[config.mk]
export PLATFORM = sky130hd
export DESIGN_NAME = ebct_top
export DESIGN_NICKNAME = d
export VERILOG_FILES = /design/src/pkg/ebct_pkg.sv /design/src/rtl/ebct_chan.sv /design/src/rtl/ebct_top.sv
export SDC_FILE = /design/constraint.sdc
export NUM_CORES = 1
export LEC_CHECK = 0
export ABC_AREA = 0
export BUFFER_PORTS_ARGS = -buffer_cell sky130_fd_sc_hd__buf_2
export CORE_ASPECT_RATIO = 2
export CORE_MARGIN = 1.5
export CORE_UTILIZATION = 44
export CTS_BUF_LIST = sky130_fd_sc_hd__clkbuf_16
export DETAILED_ROUTE_END_ITERATION = 6
export HOLD_SLACK_MARGIN = 0.03
export PLACE_DENSITY_LB_ADDON = 0.08
export SLEW_MARGIN = 30
export SYNTH_ARGS = -nofsm -noshare
export SYNTH_HDL_FRONTEND = slang
export SYNTH_SLANG_ARGS = --single-unit
[constraint.sdc]
create_clock -name clock -period 3.75 [get_ports clock]
set_input_delay 0.375 -clock clock [delete_from_list [all_inputs] [get_ports clock]]
set_output_delay 0.375 -clock clock [all_outputs]
set_load 0.02 [all_outputs]
[src/pkg/ebct_pkg.sv]
// Constants and types shared by the dual 8-bit compare timer.
// Assumes a single system clock and a CPU special-function-register port.
package ebct_pkg;

    // ------------------------------------------------------------------
    // Register map
    // ------------------------------------------------------------------
    localparam logic [7:0] TA_BASE   = 8'hCA;
    localparam logic [7:0] TB_BASE   = 8'hEA;
    localparam logic [7:0] OFS_CNT   = 8'h00;
    localparam logic [7:0] OFS_CTL   = 8'h01;
    localparam logic [7:0] OFS_CCTL0 = 8'h02;
    localparam logic [7:0] OFS_CC0   = 8'h03;
    localparam logic [7:0] OFS_CCTL1 = 8'h04;
    localparam logic [7:0] OFS_CC1   = 8'h05;
    localparam logic [7:0] FLAG_ADDR = 8'hD8;

    // ------------------------------------------------------------------
    // Field positions
    // ------------------------------------------------------------------
    localparam int CTL_DIV_LSB  = 5;
    localparam int CTL_START    = 4;
    localparam int CTL_TERMINAL_COUNT_IRQ_MASK    = 3;
    localparam int CTL_CLR      = 2;
    localparam int CCTL_IM      = 6;
    localparam int CCTL_CMP_LSB = 3;
    localparam int CCTL_OC      = 2;
    localparam int FLG_STRIDE   = 3;

    // ------------------------------------------------------------------
    // Values
    // ------------------------------------------------------------------
    localparam logic [7:0] CNT_ZERO  = 8'h00;
    localparam logic [7:0] CNT_TERM  = 8'hFF;
    localparam logic [7:0] CNT_ONE   = 8'h01;
    localparam logic [6:0] PRE_ONE   = 7'h01;

    typedef enum logic [1:0] {
        EBCT_FREE = 2'h0,
        EBCT_DOWN = 2'h1,
        EBCT_MOD  = 2'h2,
        EBCT_UPDN = 2'h3
    } ebct_mode_t;

    localparam logic [2:0] ACT_SET    = 3'h0;
    localparam logic [2:0] ACT_CLR    = 3'h1;
    localparam logic [2:0] ACT_TGL    = 3'h2;
    localparam logic [2:0] ACT_SET_UP = 3'h3;
    localparam logic [2:0] ACT_CLR_UP = 3'h4;

    typedef struct packed {
        logic [7:0] cnt;
        logic [6:0] presc;
        logic [2:0] div;
        logic       start;
        logic       terminal_count_irq_mask;
        ebct_mode_t mode;
        logic [7:0] cc0_buf;
        logic [7:0] cc0_act;
        logic [7:0] cc1;
        logic [1:0] im;
        logic [5:0] cmp;
        logic [1:0] oc;
        logic       dir_down;
        logic       moved_down;
        logic       upd;
        logic       armed;
        logic [2:0] flags;
        logic       cpu_flag;
        logic       irq;
    } ebct_timer_t;

    localparam ebct_timer_t TMR_RST = '{
        terminal_count_irq_mask: 1'b1, im: 2'h3, mode: EBCT_FREE, default: '0};

endpackage

[src/rtl/ebct_chan.sv]
// One compare channel: match detection and the registered output pin.
// Assumes count and upd come from registers on the same clock.
`timescale 1ns/1ps
`default_nettype none
module ebct_chan
    import ebct_pkg::*;
(
    // Clock and reset
    input  wire logic       clock,
    input  wire logic       resetn,
    // Counter view
    input  wire logic       upd,
    input  wire logic [7:0] count,
    input  wire logic       moved_down,
    input  wire logic       updown,
    // Channel setup
    input  wire logic [7:0] cmp_value,
    input  wire logic [2:0] action,
    input  wire logic       enable,
    // Results
    output logic            hit,
    output logic            pin
);

    typedef struct packed {
        logic hit;
        logic pin;
    } ebct_chan_t;

    ebct_chan_t st;
    ebct_chan_t next_st;

    // ------------------------------------------------------------------
    // Compare and action
    // ------------------------------------------------------------------
    always_comb
    begin
        logic match;
        logic zero;
        logic back;
        match = upd && (count == cmp_value);
        zero  = upd && (count == CNT_ZERO);
        // Second edge of modes 3/4 moves to compare-down when centred
        back  = updown ? (match && moved_down) : zero;
        next_st     = st;
        next_st.hit = match;
        if (enable)
        begin
            case (action)
                ACT_SET:    if (match) next_st.pin = 1'b1;
                ACT_CLR:    if (match) next_st.pin = 1'b0;
                ACT_TGL:    if (match) next_st.pin = ~st.pin;
                ACT_SET_UP:
                begin
                    if (match && !moved_down)
                        next_st.pin = 1'b1;
                    else if (back)
                        next_st.pin = 1'b0;
                end
                ACT_CLR_UP:
                begin
                    if (match && !moved_down)
                        next_st.pin = 1'b0;
                    else if (back)
                        next_st.pin = 1'b1;
                end
                default: next_st.pin = st.pin;
            endcase
        end
    end

    // Pin driven only from a flop so edges cannot glitch
    always_ff @(posedge clock or negedge resetn)
    begin
        if (!resetn)
            st <= '0;
        else
            st <= next_st;
    end

    assign hit = st.hit;
    assign pin = st.pin;

endmodule
`default_nettype wire

[src/rtl/ebct_top.sv]
// Two 8-bit compare timers behind the CPU special-function-register port.
// Assumes timer_tick is a one-cycle pulse on the same clock, and the
// interrupt enables come from the CPU interrupt controller.
`timescale 1ns/1ps
`default_nettype none
// What this block does
// - Modulo mode counts up from zero
// - Modulo wraps after compare zero, flags terminal
// - CPU flag and request gated by masks
// - Down mode loads compare, counts, holds zero
// - Down mode flags terminal at zero
// - Up/down counts up to compare, back down
// - Up/down flags terminal on reaching zero
// - Compare sets, clears or toggles channel pin
// - Channel pin edges are glitch free
// - Channel zero compare loads at zero count
// - Channel one compare takes effect at once
// - Match sets channel flag, mask gates CPU
// - Up/down channel zero flags at zero
// - Event flags set regardless of masks
// - Unmasking a set flag requests at once
// - One request line per timer
// - Each channel match pulses DMA trigger
// - Counter value readable, resets to zero
// - Prescaler divides by power of two
// - Mode field picks four counting modes
// - Start bit runs, zero halts counter
// - Compare action codes and up/down variant
module ebct_top
    import ebct_pkg::*;
(
    // Clock and reset
    input  wire logic       clock,
    input  wire logic       resetn,
    // Timer tick
    input  wire logic       timer_tick,
    // Special-function-register port
    input  wire logic [7:0] sfr_addr,
    input  wire logic       sfr_wr,
    input  wire logic [7:0] sfr_wdata,
    output logic      [7:0] sfr_rdata,
    // Interrupts
    input  wire logic [1:0] timer_interrupt_enable,
    output logic      [1:0] cpu_timer_interrupt_flag,
    output logic      [1:0] timer_irq,
    // DMA triggers
    output logic            dma_trig_a_chan0,
    output logic            dma_trig_a_chan1,
    output logic            dma_trig_b_chan0,
    output logic            dma_trig_b_chan1,
    // Channel pins
    output logic      [3:0] chan_out,
    output logic      [3:0] chan_oe
);

    typedef struct packed {
        ebct_timer_t [1:0] tmr;
        logic [7:0]        rdata;
    } ebct_state_t;

    ebct_state_t st;
    ebct_state_t next_st;
    logic [3:0]  hit;
    logic [1:0]  act;

    function automatic logic [7:0] addr_of(input int t,
                                           input logic [7:0] ofs);
        addr_of = (t == 0) ? (TA_BASE + ofs) : (TB_BASE + ofs);
    endfunction

    function automatic logic presc_hit(input logic [6:0] presc,
                                       input logic [2:0] div);
        logic [6:0] mask;
        mask = 7'((8'h01 << div) - 8'h01);
        presc_hit = ((presc & mask) == mask);
    endfunction

    // ------------------------------------------------------------------
    // Active edges
    // ------------------------------------------------------------------
    // Mask is read live, so a divider change acts on the next tick
    assign act[0] = st.tmr[0].start && timer_tick
                    && presc_hit(st.tmr[0].presc, st.tmr[0].div);
    assign act[1] = st.tmr[1].start && timer_tick
                    && presc_hit(st.tmr[1].presc, st.tmr[1].div);

    // ------------------------------------------------------------------
    // Next state
    // ------------------------------------------------------------------
    always_comb
    begin
        ebct_timer_t c;
        ebct_timer_t n;
        logic        ovf;
        logic        ch0;
        logic        ch1;
        logic [7:0]  r;
        c   = '0;
        n   = '0;
        ovf = 1'b0;
        ch0 = 1'b0;
        ch1 = 1'b0;
        r   = 8'h00;
        next_st = st;
        for (int t = 0; t < 2; t++)
        begin
            c = st.tmr[t];
            n = c;
            n.upd = 1'b0;
            if (c.start && timer_tick)
                n.presc = 7'(c.presc + PRE_ONE);
            if (c.cnt == CNT_ZERO)
                n.cc0_act = c.cc0_buf;
            if (act[t])
            begin
                n.upd        = 1'b1;
                n.moved_down = 1'b0;
                n.armed      = 1'b0;
                case (c.mode)
                    EBCT_FREE:
                        n.cnt = (c.cnt == CNT_TERM) ? CNT_ZERO
                                : 8'(c.cnt + CNT_ONE);
                    EBCT_MOD:
                        n.cnt = (c.cnt == c.cc0_act) ? CNT_ZERO
                                : 8'(c.cnt + CNT_ONE);
                    EBCT_DOWN:
                    begin
                        if (c.armed)
                            n.cnt = c.cc0_buf;
                        else if (c.cnt != CNT_ZERO)
                        begin
                            n.cnt        = 8'(c.cnt - CNT_ONE);
                            n.moved_down = 1'b1;
                        end
                        else
                            n.upd = 1'b0;
                    end
                    EBCT_UPDN:
                    begin
                        if (!c.dir_down)
                        begin
                            if (c.cnt == c.cc0_act)
                            begin
                                // A zero period sits at zero instead
                                n.dir_down   = (c.cnt != CNT_ZERO);
                                n.moved_down = n.dir_down;
                                n.cnt        = n.dir_down
                                               ? 8'(c.cnt - CNT_ONE)
                                               : CNT_ZERO;
                            end
                            else
                                n.cnt = 8'(c.cnt + CNT_ONE);
                        end
                        else if (c.cnt == CNT_ZERO)
                        begin
                            n.dir_down = 1'b0;
                            n.cnt      = CNT_ONE;
                        end
                        else
                        begin
                            n.cnt        = 8'(c.cnt - CNT_ONE);
                            n.moved_down = 1'b1;
                        end
                    end
                    default: n.cnt = c.cnt;
                endcase
            end
            // Register writes
            if (sfr_wr && sfr_addr == addr_of(t, OFS_CTL))
            begin
                n.div   = sfr_wdata[CTL_DIV_LSB +: 3];
                n.start = sfr_wdata[CTL_START];
                n.terminal_count_irq_mask = sfr_wdata[CTL_TERMINAL_COUNT_IRQ_MASK];
                n.mode  = ebct_mode_t'(sfr_wdata[1:0]);
                if (sfr_wdata[CTL_START] && !c.start)
                    n.armed = 1'b1;
                if (sfr_wdata[CTL_CLR])
                begin
                    n.cnt      = CNT_ZERO;
                    n.dir_down = 1'b0;
                    n.upd      = 1'b0;
                end
            end
            if (sfr_wr && sfr_addr == addr_of(t, OFS_CCTL0))
            begin
                n.im[0]    = sfr_wdata[CCTL_IM];
                n.cmp[2:0] = sfr_wdata[CCTL_CMP_LSB +: 3];
                n.oc[0]    = sfr_wdata[CCTL_OC];
            end
            if (sfr_wr && sfr_addr == addr_of(t, OFS_CCTL1))
            begin
                n.im[1]    = sfr_wdata[CCTL_IM];
                n.cmp[5:3] = sfr_wdata[CCTL_CMP_LSB +: 3];
                n.oc[1]    = sfr_wdata[CCTL_OC];
            end
            if (sfr_wr && sfr_addr == addr_of(t, OFS_CC0))
                n.cc0_buf = sfr_wdata;
            if (sfr_wr && sfr_addr == addr_of(t, OFS_CC1))
                n.cc1 = sfr_wdata;
            // Events
            case (c.mode)
                EBCT_FREE: ovf = c.upd && (c.cnt == CNT_TERM);
                EBCT_MOD:  ovf = c.upd && (c.cnt == c.cc0_act);
                default:   ovf = c.upd && (c.cnt == CNT_ZERO)
                                 && c.moved_down;
            endcase
            ch0 = (c.mode == EBCT_UPDN) ? ovf : hit[2*t];
            ch1 = hit[2*t+1];
            if (sfr_wr && sfr_addr == FLAG_ADDR)
                n.flags = c.flags & sfr_wdata[FLG_STRIDE*t +: 3];
            // Set after the clear so a same-cycle event survives
            n.flags = n.flags | {ch1, ch0, ovf};
            n.cpu_flag = |(c.flags & {c.im[1], c.im[0], c.terminal_count_irq_mask});
            n.irq = c.cpu_flag && timer_interrupt_enable[t];
            next_st.tmr[t] = n;
        end
        // Read mux, unmapped addresses read zero
        for (int t = 0; t < 2; t++)
        begin
            c = st.tmr[t];
            if (sfr_addr == addr_of(t, OFS_CNT))
                r = c.cnt;
            if (sfr_addr == addr_of(t, OFS_CTL))
                r = {c.div, c.start, c.terminal_count_irq_mask, 1'b0, c.mode};
            if (sfr_addr == addr_of(t, OFS_CCTL0))
                r = {1'b0, c.im[0], c.cmp[2:0], c.oc[0], 2'h0};
            if (sfr_addr == addr_of(t, OFS_CCTL1))
                r = {1'b0, c.im[1], c.cmp[5:3], c.oc[1], 2'h0};
            if (sfr_addr == addr_of(t, OFS_CC0))
                r = c.cc0_buf;
            if (sfr_addr == addr_of(t, OFS_CC1))
                r = c.cc1;
        end
        if (sfr_addr == FLAG_ADDR)
            r = {2'h0, st.tmr[1].flags, st.tmr[0].flags};
        next_st.rdata = r;
    end

    always_ff @(posedge clock or negedge resetn)
    begin
        if (!resetn)
        begin
            st.tmr[0] <= TMR_RST;
            st.tmr[1] <= TMR_RST;
            st.rdata  <= 8'h00;
        end
        else
            st <= next_st;
    end

    // ------------------------------------------------------------------
    // Channels
    // ------------------------------------------------------------------
    for (genvar g = 0; g < 4; g++)
    begin : g_chan
        localparam int T = g / 2;
        localparam int K = g % 2;
        ebct_chan u_chan (
            .clock      (clock),
            .resetn     (resetn),
            .upd        (st.tmr[T].upd),
            .count      (st.tmr[T].cnt),
            .moved_down (st.tmr[T].moved_down),
            .updown     (st.tmr[T].mode == EBCT_UPDN),
            .cmp_value  ((K == 0) ? st.tmr[T].cc0_act : st.tmr[T].cc1),
            .action     (st.tmr[T].cmp[3*K +: 3]),
            .enable     (st.tmr[T].oc[K]),
            .hit        (hit[g]),
            .pin        (chan_out[g])
        );
    end

    assign sfr_rdata                = st.rdata;
    assign cpu_timer_interrupt_flag = {st.tmr[1].cpu_flag,
                                       st.tmr[0].cpu_flag};
    assign timer_irq                = {st.tmr[1].irq, st.tmr[0].irq};
    assign dma_trig_a_chan0         = hit[0];
    assign dma_trig_a_chan1         = hit[1];
    assign dma_trig_b_chan0         = hit[2];
    assign dma_trig_b_chan1         = hit[3];
    assign chan_oe                  = {st.tmr[1].oc, st.tmr[0].oc};
endmodule
`default_nettype wire

==> results of run 1 <==
-- worst max path at each step --
stage / depth (start not counted) / start / end
detailed placement: 7 / st[122] / st[135]
finish: 7 / st[122] / st[135]
floorplan: 12 / st[65] / st[65]
CTS: 7 / st[122] / st[135]
global route: 7 / st[122] / st[136]
global placement: 7 / st[122] / st[134]
-- report_power, final --
group | internal (mW) | switching [mW] | total [mW]
sequential | 1.73 | 0.264 | 2.00
combinational | 0.531 | 0.879 | 1.41
clock | 0.889 | 0.684 | 1.57
-- registers in the layout, indices dropped and copies added (netlist names) --
| signal | count |
|---|---|
| chan_oe | 4 |
| cpu_timer_interrupt_flag | 2 |
| timer_irq | 2 |
| sfr_rdata | 8 |
| g_chan.u_chan.pin | 4 |
| g_chan.u_chan.hit | 4 |
| st | 122 |
-- worst max-delay path, delay by kind of cell, from the launching register on --
kind,cells,cell delay (ps)
flops,1,480
simple gates,3,1260
fa+ha+maj,1,270
compound gates,3,790
-- kinds of logic (layout without fill, tap and decap cells) --
logic type,after synthesis,count (layout),synth area share
adders and majority gates,12,12,0.0168
buffers and inverters,99,116,0.0551
and+or+nand+nor,355,355,0.204
AOI/OAI and AO/OA,209,209,0.168
xor gates and xnor gates,55,55,0.0540
DFF,146,146,0.410
muxes,73,73,0.0924
-- final cells by class --
cell class                 instances  share of cell area
clock buffer                      17              0.0436
clock inverter                    14              0.0104
inverter                          22             0.00847
multi-input combinational        704               0.489
sequential                       146               0.375
tap                              262              0.0336
timing repair buffer              63              0.0391
-- metrics by stage --
step           setup WS, ps  power [mW]
2_1_floorplan          1010        2.94
3_3_place_gp            910        3.42
3_5_place_dp            864        3.42
4_1_cts                 846        5.01
5_1_grt                 526        5.25
6_report                819        4.98
-- timing repair --
item / in CTS / in global routing
setup endpoints to repair: 0 / 0
hold buffers: 1 / 0
endpoints found under the hold margin: 70 / 0
-- placed cells by master (no fill, tap or decap), drive strengths merged, types with 16 or more instances in the layout --
master,count
dfrtp,140
nand2,128
mux2,65
buf,62
nor2,58
o21ai,55
xnor2,49
nand3,42
a21oi,34
inv,24
clkbuf,17
nor3,17
and3,16
-- layer usage --
metal / vias up / track usage / share of wire
li1: 3462 / - / -
met5: - / 0 / 0.00041
met2: 214 / 0.545 / 0.54
met3: 91 / 0.0533 / 0.034
met4: 2 / 0.196 / 0.069
met1: 3755 / 0.288 / 0.35
==> flow_summary_export.csv, run 1 <==
group,metric,value,unit
global_route,grt_pass1_wl,45600,µm
sta,min_period,2930,ps
logic_synthesis,synth_seq_area_share,0.410,
logic_synthesis,ys.flop_type,"dfrtp_1",
sta,fmax,0.341,GHz
placed_design,hpwl,22000,µm
sta,hold_violations,0,
logic_synthesis,yosysTopAreaCellShare,0.393,
cts,clk_latency,450,ps
die,start_util,0.448,
global_route,grt_pass1_vias,7666,
pwr,leakagePower,4.28,nW
routing,drt_iter0_markers,406,
layout,fin_area,9750,µm²
sta,max_slew_margin,0.498,
layout,regArea,3660,µm²
routing,wirelength,29500,µm
logic_synthesis,yosys_warnings,0,
critical_path,regToRegStartpoint,"st[122]",
logic_synthesis,yosysTopAreaCell,"dfrtp_1",
pwr,ir_drop,0.000338,V
die,die_area,21200,µm²
worst_hold_path,hold_end,"timer_irq[0]",
sta,tns,0,ps
sta,fin_skew,5.07,ps
layout,antenna_cells,0,
layout,finalNetCount,988,
placed_design,place_inst,1196,
logic_synthesis,synth-seq-cells,146,
cts,cts_setup_buffers,0,
die,io_pins,46,
layout,finalNonFillerCells,1228,
pwr,p_per_area,511,nW/µm²
critical_path,cp_data_arrival_time,3270,ps
global_route,overflow,0,
worst_hold_path,holdPathStages,2,
placed_design,placed_area,9210,µm²
worst_hold_path,holdCritPathClass,"in -> reg",
critical_path,crit_slowest_cell,"and3_1",
logic_synthesis,netlist_area,8920,µm²
cts,clock-root-buffer,"clkbuf_16",
flow_run,drv_cap,0,
sta,finalSetupViolCount,0,
global_route,antenna_found_initial,1,
logic_synthesis,synth.area.top_cells,"dfrtp_1 39%, mux2_2 8.2%, nand2_1 5.4%, xnor2_1 4.8%, o21ai_0 3.1%",
critical_path,r2r_cells,7,
logic_synthesis,synth.avg_cell_area,9.40,µm²
placed_design,io_buffers,45,
worst_hold_path,min_from,"timer_interrupt_enable[0]",
status,status,"finished clean",
layout,drive_above_1_share,0.198,
layout,multi_input_area,4770,µm²
sta,whs,126,ps
die,die_h,204,µm
logic_synthesis,synth_most_common_cell,"dfrtp_1",
die,core_area,19900,µm²
cts,cts_tree,"built",
sta,rsz0062_at_grt,"no",
placed_design,gp_congestion,0.953,
routing,first_pass_iters,5,
sta,period_share,0.782,
critical_path,cpPeakStageDelay,600,ps
sta,worst_pin_slew,743,ps
critical_path,reg2reg_to,"st[135]",
cts,clk_pin_slew_worst_paths,60,ps
layout,fillCellCount,1999,
cts,cts_resized,0,
layout,syn2layout_area_growth,9.27,%
die,fp.dieW,104,µm
routing,viasPerCell,6.13,
logic_synthesis,synthCells,949,
critical_path,path_class,"reg -> reg",
logic_synthesis,ys_async_sr_fraction,1.00,
sta,slew_violations,0,
logic_synthesis,syn_nets,983,
logic_synthesis,synthTopCellsByCount,"140 x dfrtp_1, 128 x nand2_1, 65 x mux2_2",
global_route,grtUsageTotal,0.290,
logic_synthesis,synth_cell_types,90,
cts,cts_num_sinks,146,
critical_path,startpoint_type,"flip-flop",
routing,drc,0,
routing,vias,7524,
critical_path,worstPathMaxFanout,16,
cts,cts_htree_levels,4,
critical_path,setup.worst_path.end_class,"flip-flop",
logic_synthesis,synth_edf_count,0,
routing,avgRoutedWirePerCell,24.0,µm
cts,numCtsBuffers,17,
die,rows,73,
global_route,grt_max_degree,76,
routing,postRouteAntennaNets,0,
critical_path,worstPathCellList,"or3b_2 -> ha_1 -> nor2b_1 -> a2111oi_0 -> and3_1 -> o21ai_0 -> a32o_1",
critical_path,cp.required,4090,ps
cts,cts_buffer_depth,2,
critical_path,r2r_slack,820,ps
layout,final_core_util,0.490,
(Power assumes the default switching activity.)
==> run 2: changes to the inputs <==
ABC_AREA = 1   (was 0)
clock period = 2.4 ns   (was 3.75 ns; I/O delays follow)
==> flow_summary_export.csv, run 2 <==
group,metric,value,unit
layout,largest_reg_flops,122,
pwr,p_per_area,665,nW/µm²
sta,worst_pin_slew,587,ps
global_route,grtUsageTotal,0.303,
worst_hold_path,hold_end,"st[12]",
global_route,top_usage_layer,"met2",
worst_hold_path,min_from,"sfr_wdata[2]",
die,die_h,203,µm
sta,max_slew_margin,0.607,
die,start_util,0.445,
layout,fin_area,10000,µm²
routing,avgRoutedWirePerCell,19.5,µm
logic_synthesis,synth-simple-area-share,0.307,
global_route,met2_usage,0.536,
layout,layout_commonest_cell,"nand2_1",
global_route,met3_usage,0.0552,
critical_path,cpPeakStageDelay,490,ps
die,fp.dieW,103,µm
placed_design,hpwl,23700,µm
global_route,grt_pass1_wl,45400,µm
cts,clock-root-buffer,"clkbuf_16",
worst_hold_path,holdPathStages,3,
global_route,use_met1,0.282,
placed_design,io_buffers,45,
layout,finalNetCount,1300,
global_route,grt_max_degree,52,
sta,tns,0,ps
placed_design,gp_congestion,0.996,
critical_path,startpoint_type,"flip-flop",
logic_synthesis,netlist_area,8830,µm²
logic_synthesis,synth_most_common_cell,"nand2_1",
cts,cts_buffer_depth,2,
critical_path,worstPathCellList,"nor2_2 -> nand2_1 -> ha_1 -> o21ai_1 -> a211oi_2 -> nand4_2 -> buf_4 -> a21oi_1 -> nand3_1 -> nand2_1 -> inv_1",
cts,clk_latency,440,ps
layout,drive_above_1_share,0.142,
sta,hold_violations,0,
worst_hold_path,holdCritPathClass,"in -> reg",
global_route,overflow,0,
critical_path,cp.required,2730,ps
status,status,"finished clean",
critical_path,worstPathMaxFanout,10,
die,rows,73,
sta,slew_violations,0,
critical_path,reg2reg_to,"st[69]",
routing,vias,8182,
logic_synthesis,synthCells,1208,
critical_path,r2r_slack,160,ps
critical_path,crit_slowest_cell,"dfrtp_2",
global_route,antenna_found_initial,0,
critical_path,path_class,"reg -> reg",
cts,cts_tree,"built",
critical_path,r2r_cells,11,
logic_synthesis,synthTopCellsByCount,"366 x nand2_1, 140 x dfrtp_1, 129 x inv_1",
logic_synthesis,synth_edf_count,0,
logic_synthesis,yosys_warnings,0,
logic_synthesis,ys.flop_type,"dfrtp_1",
logic_synthesis,synth.area.top_cells,"dfrtp_1 40%, nand2_1 16%, inv_1 5.5%, o21ai_0 5.2%, nor2_1 4.0%",
logic_synthesis,synth.avg_cell_area,7.31,µm²
routing,drt_iter0_markers,426,
global_route,grt_pass1_vias,8170,
logic_synthesis,yosysTopAreaCell,"dfrtp_1",
die,core_area,19800,µm²
sta,fin_skew,7.74,ps
routing,first_pass_iters,5,
layout,regMostFlops,"st",
logic_synthesis,synth_seq_area_share,0.415,
logic_synthesis,ys_async_sr_fraction,1.00,
layout,antenna_cells,0,
routing,postRouteAntennaNets,0,
layout,layout_common_cells,"366 x nand2_1, 139 x dfrtp_1, 127 x inv_1, 93 x nor2_1, 91 x o21ai_0",
cts,clk_pin_slew_worst_paths,70,ps
die,die_area,21000,µm²
routing,viasPerCell,5.31,
sta,finalSetupViolCount,0,
sta,min_period,2240,ps
pwr,leakagePower,4.73,nW
logic_synthesis,muxShareOfSynthArea,0.00128,
logic_synthesis,synth_xor_area_frac,0.0417,
logic_synthesis,synth_compound_area_frac,0.121,
cts,numCtsBuffers,17,
logic_synthesis,yosysTopAreaCellShare,0.397,
sta,fmax,0.446,GHz
layout,syn2layout_area_growth,13.5,%
critical_path,regToRegStartpoint,"st[55]",
logic_synthesis,synthAdderAreaFrac,0.0170,
placed_design,placed_area,9370,µm²
logic_synthesis,synth_cell_types,46,
routing,drc,0,
critical_path,critPathMostFrequentCell,"nand2_1",
die,io_pins,46,
routing,wirelength,30000,µm
sta,period_share,0.934,
pwr,ir_drop,0.000458,V
critical_path,setup.worst_path.end_class,"flip-flop",
critical_path,cp_data_arrival_time,2570,ps
cts,cts_num_sinks,146,
logic_synthesis,synth_top_family_by_area,"simple AND/OR/NAND/NOR gates",
cts,cts_htree_levels,4,
logic_synthesis,syn_nets,1242,
flow_run,drv_cap,0,
logic_synthesis,synth-seq-cells,146,
==> run 2: changes by cell type after synthesis, sizes merged, moves of 26 or more <==
cell / before / now
nor2: 58 / 110
inv: 22 / 143
nand2: 128 / 375
nand3: 42 / 68
xnor2: 49 / 14
o21ai: 55 / 120
mux2: 65 / 1
==> run 2: critical path, delay by kind of cell, from the launching register on <==
family / cells / cell delay [ps]
AO/OA/AOI/OAI: 3 / 450
adder cells (fa/ha/maj): 1 / 280
buffers and inverters: 2 / 280
flip-flops: 1 / 490
AND/OR/NAND/NOR: 5 / 630
==> run 2: cell families after synthesis <==
kind of cell | count (synthesis)
AOI/OAI and AO/OA | 202
xor gates and xnor gates | 42
adders and majority gates | 12
buffers and inverters | 195
DFF | 146
muxes | 1
and+or+nand+nor | 610
==> run 2: timing repair <==
action                                  4_1_cts  5_1_grt
endpoints found under the setup margin        0       16
resized for setup                             0        6
hold buffers                                  3        0
endpoints found under the hold margin        50        0
setup buffers                                 0        2
==> run 2: report_power, final <==
group	total, mW	internal (mW)	switching [mW]
combinational	1.04	0.370	0.673
sequential	2.90	2.66	0.240
clock	2.72	1.62	1.10
total	6.66	4.65	2.01
==> run 2: worst max-delay path by stage <==
stage                     slack, ps  endpoint  startpoint  cells past startpoint
after CTS                       120    st[70]      st[57]                     11
final                           160    st[69]      st[55]                     11
after detailed placement        140    st[70]      st[55]                     11
after global placement          120    st[70]      st[55]                     11
after global routing             -1    st[69]      st[55]                     11
after floorplan                 130    st[65]      st[65]                     14
==> run 2: area by class of cell <==
class | instances | area, µm²
Clock buffer | 17 | 425
Fill cell | 2080 | 9800
Multi-Input combinational cell | 867 | 4320
Timing Repair Buffer | 88 | 574
Tap cell | 262 | 328
Sequential cell | 146 | 3660
Clock inverter | 14 | 165
Inverter | 146 | 553
==> run 2: layer usage <==
layer,up-vias,wire length [µm]
met5,-,0
met4,0,3120
met3,125,1000
met2,254,15900
met1,3815,9940
li1,3988,-
==> run 2: per-stage QoR <==
stage | std cells | worst slack, ps | total power [mW] | hold slack (ps) | util
2_1_floorplan | 1208 | 134 | 3.56 | -55.6 | -
3_3_place_gp | 1504 | 116 | 3.96 | 226 | 0.473
3_5_place_dp | 1504 | 143 | 3.97 | 221 | 0.473
4_1_cts | 1538 | 125 | 6.70 | 39.2 | 0.504
5_1_grt | 1540 | -1.24 | 6.95 | 54.9 | 0.506
6_report | 1540 | 159 | 6.66 | 54.8 | 0.506
==> run 3: changes to the inputs <==
clock period = 2.04 ns   (was 2.4 ns; I/O delays follow)
==> flow_summary_export.csv, run 3 (synthesis results as in run 2) <==
group,metric,value,unit
critical_path,cpPeakStageDelay,420,ps
routing,postRouteAntennaNets,0,
layout,layout_commonest_cell,"nand2_1",
sta,rsz0062_at_grt,"yes",
routing,vias,8504,
sta,worst_pin_slew,539,ps
die,io_pins,46,
pwr,ir_drop,0.000526,V
global_route,grt_max_degree,63,
layout,regMostFlops,"st",
sta,fin_skew,8.69,ps
routing,viasPerCell,5.28,
die,rows,73,
sta,setup_ws,-60.8,ps
worst_hold_path,min_from,"sfr_wdata[0]",
status,violations,"setup timing",
layout,finalNonFillerCells,1610,
flow_run,drv_cap,0,
die,core_area,19800,µm²
routing,wirelength,30900,µm
critical_path,startpoint_type,"flip-flop",
layout,syn2layout_area_growth,23.7,%
placed_design,gp_congestion,1.02,
global_route,antenna_found_initial,1,
critical_path,reg2reg_to,"st[65]",
pwr,p_per_area,745,nW/µm²
layout,layout_common_cells,"351 x nand2_1, 140 x dfrtp_1, 124 x inv_1, 91 x buf_4, 84 x o21ai_0",
cts,clk_pin_slew_worst_paths,60,ps
sta,finalSetupViolCount,7,
pwr,p_total,8.14,mW
routing,drt_iter0_markers,424,
layout,drive_above_1_share,0.223,
cts,numCtsBuffers,17,
cts,cts_tree,"built",
sta,period_share,1.03,
sta,min_period,2100,ps
die,start_util,0.445,
cts,cts_num_sinks,146,
sta,max_slew_margin,0.640,
sta,fmax,0.476,GHz
critical_path,crit_slowest_cell,"dfrtp_1",
die,die_area,21000,µm²
global_route,overflow,0,
critical_path,path_delay_family,"simple AND/OR/NAND/NOR gates",
placed_design,io_buffers,45,
routing,drc,0,
critical_path,worstPathMaxFanout,7,
worst_hold_path,holdPathStages,3,
cts,cts_buffer_depth,2,
layout,largest_reg_flops,122,
critical_path,r2r_slack,-60,ps
status,status,"complete, but fails checks",
pwr,leakagePower,5.12,nW
sta,slew_violations,0,
worst_hold_path,hold_end,"st[116]",
critical_path,worstPathCellList,"nor2_2 -> nand2_2 -> ha_4 -> o21ai_2 -> a211oi_2 -> nand4_4 -> buf_8 -> nor2_1 -> nand3b_1 -> nand2_1 -> inv_1",
placed_design,place_inst,1554,
cts,clk_latency,440,ps
critical_path,cp.required,2380,ps
critical_path,cp_data_arrival_time,2440,ps
placed_design,hpwl,23700,µm
cts,clock-root-buffer,"clkbuf_16",
global_route,grtUsageTotal,0.308,
critical_path,regToRegStartpoint,"st[56]",
routing,avgRoutedWirePerCell,19.2,µm
critical_path,crit_buf_inv,2,
layout,finalNetCount,1368,
routing,first_pass_iters,5,
global_route,grt_pass1_wl,46600,µm
critical_path,path_class,"reg -> reg",
critical_path,setup.worst_path.end_class,"flip-flop",
critical_path,r2r_cells,11,
global_route,grt_pass1_vias,8565,
layout,fillCellCount,1991,
die,die_h,203,µm
worst_hold_path,holdCritPathClass,"in -> reg",
placed_design,dp_slack,-1.00,ps
die,fp.dieW,103,µm
sta,hold_violations,0,
cts,cts_htree_levels,4,
run 3: changes by cell type in the layout (fill, tap and decap cells not counted), sizes merged:
cell,previous run,this run
dlygate4sd3,3,7
buf,85,147
clkinvlp,4,5
bufinv,3,4
diode,0,1
clkbuf,17,18
run 3: per-stage QoR:
stage	setup TNS [ps]	util	cell area [µm²]	hold WS [ps]
after floorplan	-140	-	8900	-91.6
after global placement	-75.8	0.495	9810	143
after detailed placement	-1.89	0.495	9810	144
after CTS	-30.8	0.530	10500	68.8
after global routing	-2300	0.551	10900	95.1
final	-142	0.551	10900	75.4
run 3: worst max-delay path by stage:
| stage | endpoint | cells after the start | slack, ps | start |
|---|---|---|---|---|
| floorplan | st[65] | 14 | -110 | st[65] |
| global placement | st[66] | 12 | -30 | st[65] |
| detailed placement | st[69] | 12 | -1 | st[65] |
| CTS | st[15] | 12 | -20 | st[55] |
| global route | st[81] | 13 | -180 | st[121] |
| finish | st[65] | 11 | -60 | st[56] |
run 3: routing by layer:
layer | up-vias | GRT usage | wire [µm]
li1 | 4126 | - | -
met1 | 3968 | 0.287 | 10100
met2 | 282 | 0.563 | 16900
met3 | 128 | 0.0538 | 1210
met4 | 0 | 0.246 | 2740
met5 | - | 0 | 0
run 3: where the power goes:
group	switching (mW)	leakage, nW	total (mW)	internal (mW)
logic	0.889	3.00	1.45	0.564
registers	0.265	1.82	3.39	3.13
clock network	1.28	0.297	3.29	2.01
run 3: what timing repair did:
action	4_1_cts	5_1_grt
buffers inserted	1	13
hold endpoints to repair	43	0
endpoints found under the setup margin	7	27
hold buffers	7	0
resized for setup	2	84
pin swaps	0	29
cloned	0	2
run 3: tightest hold or removal path, cell delays in order:
cell and delay, ps:
buf_2 140, nand2_1 70, o21ai_0 60
run 3: final cells by class:
type / instances / area (µm²) / share of cell area
Clock inverter: 15 / 174 / 0.0159
Sequential cell: 146 / 3660 / 0.335
Antenna cell: 1 / 2.50 / 0.000229
Tap cell: 262 / 328 / 0.0300
Timing Repair Buffer: 155 / 1160 / 0.106
Inverter: 146 / 562 / 0.0514
Timing Repair inverter: 1 / 7.51 / 0.000688
Clock buffer: 17 / 425 / 0.0390
Multi-Input combinational cell: 867 / 4600 / 0.421
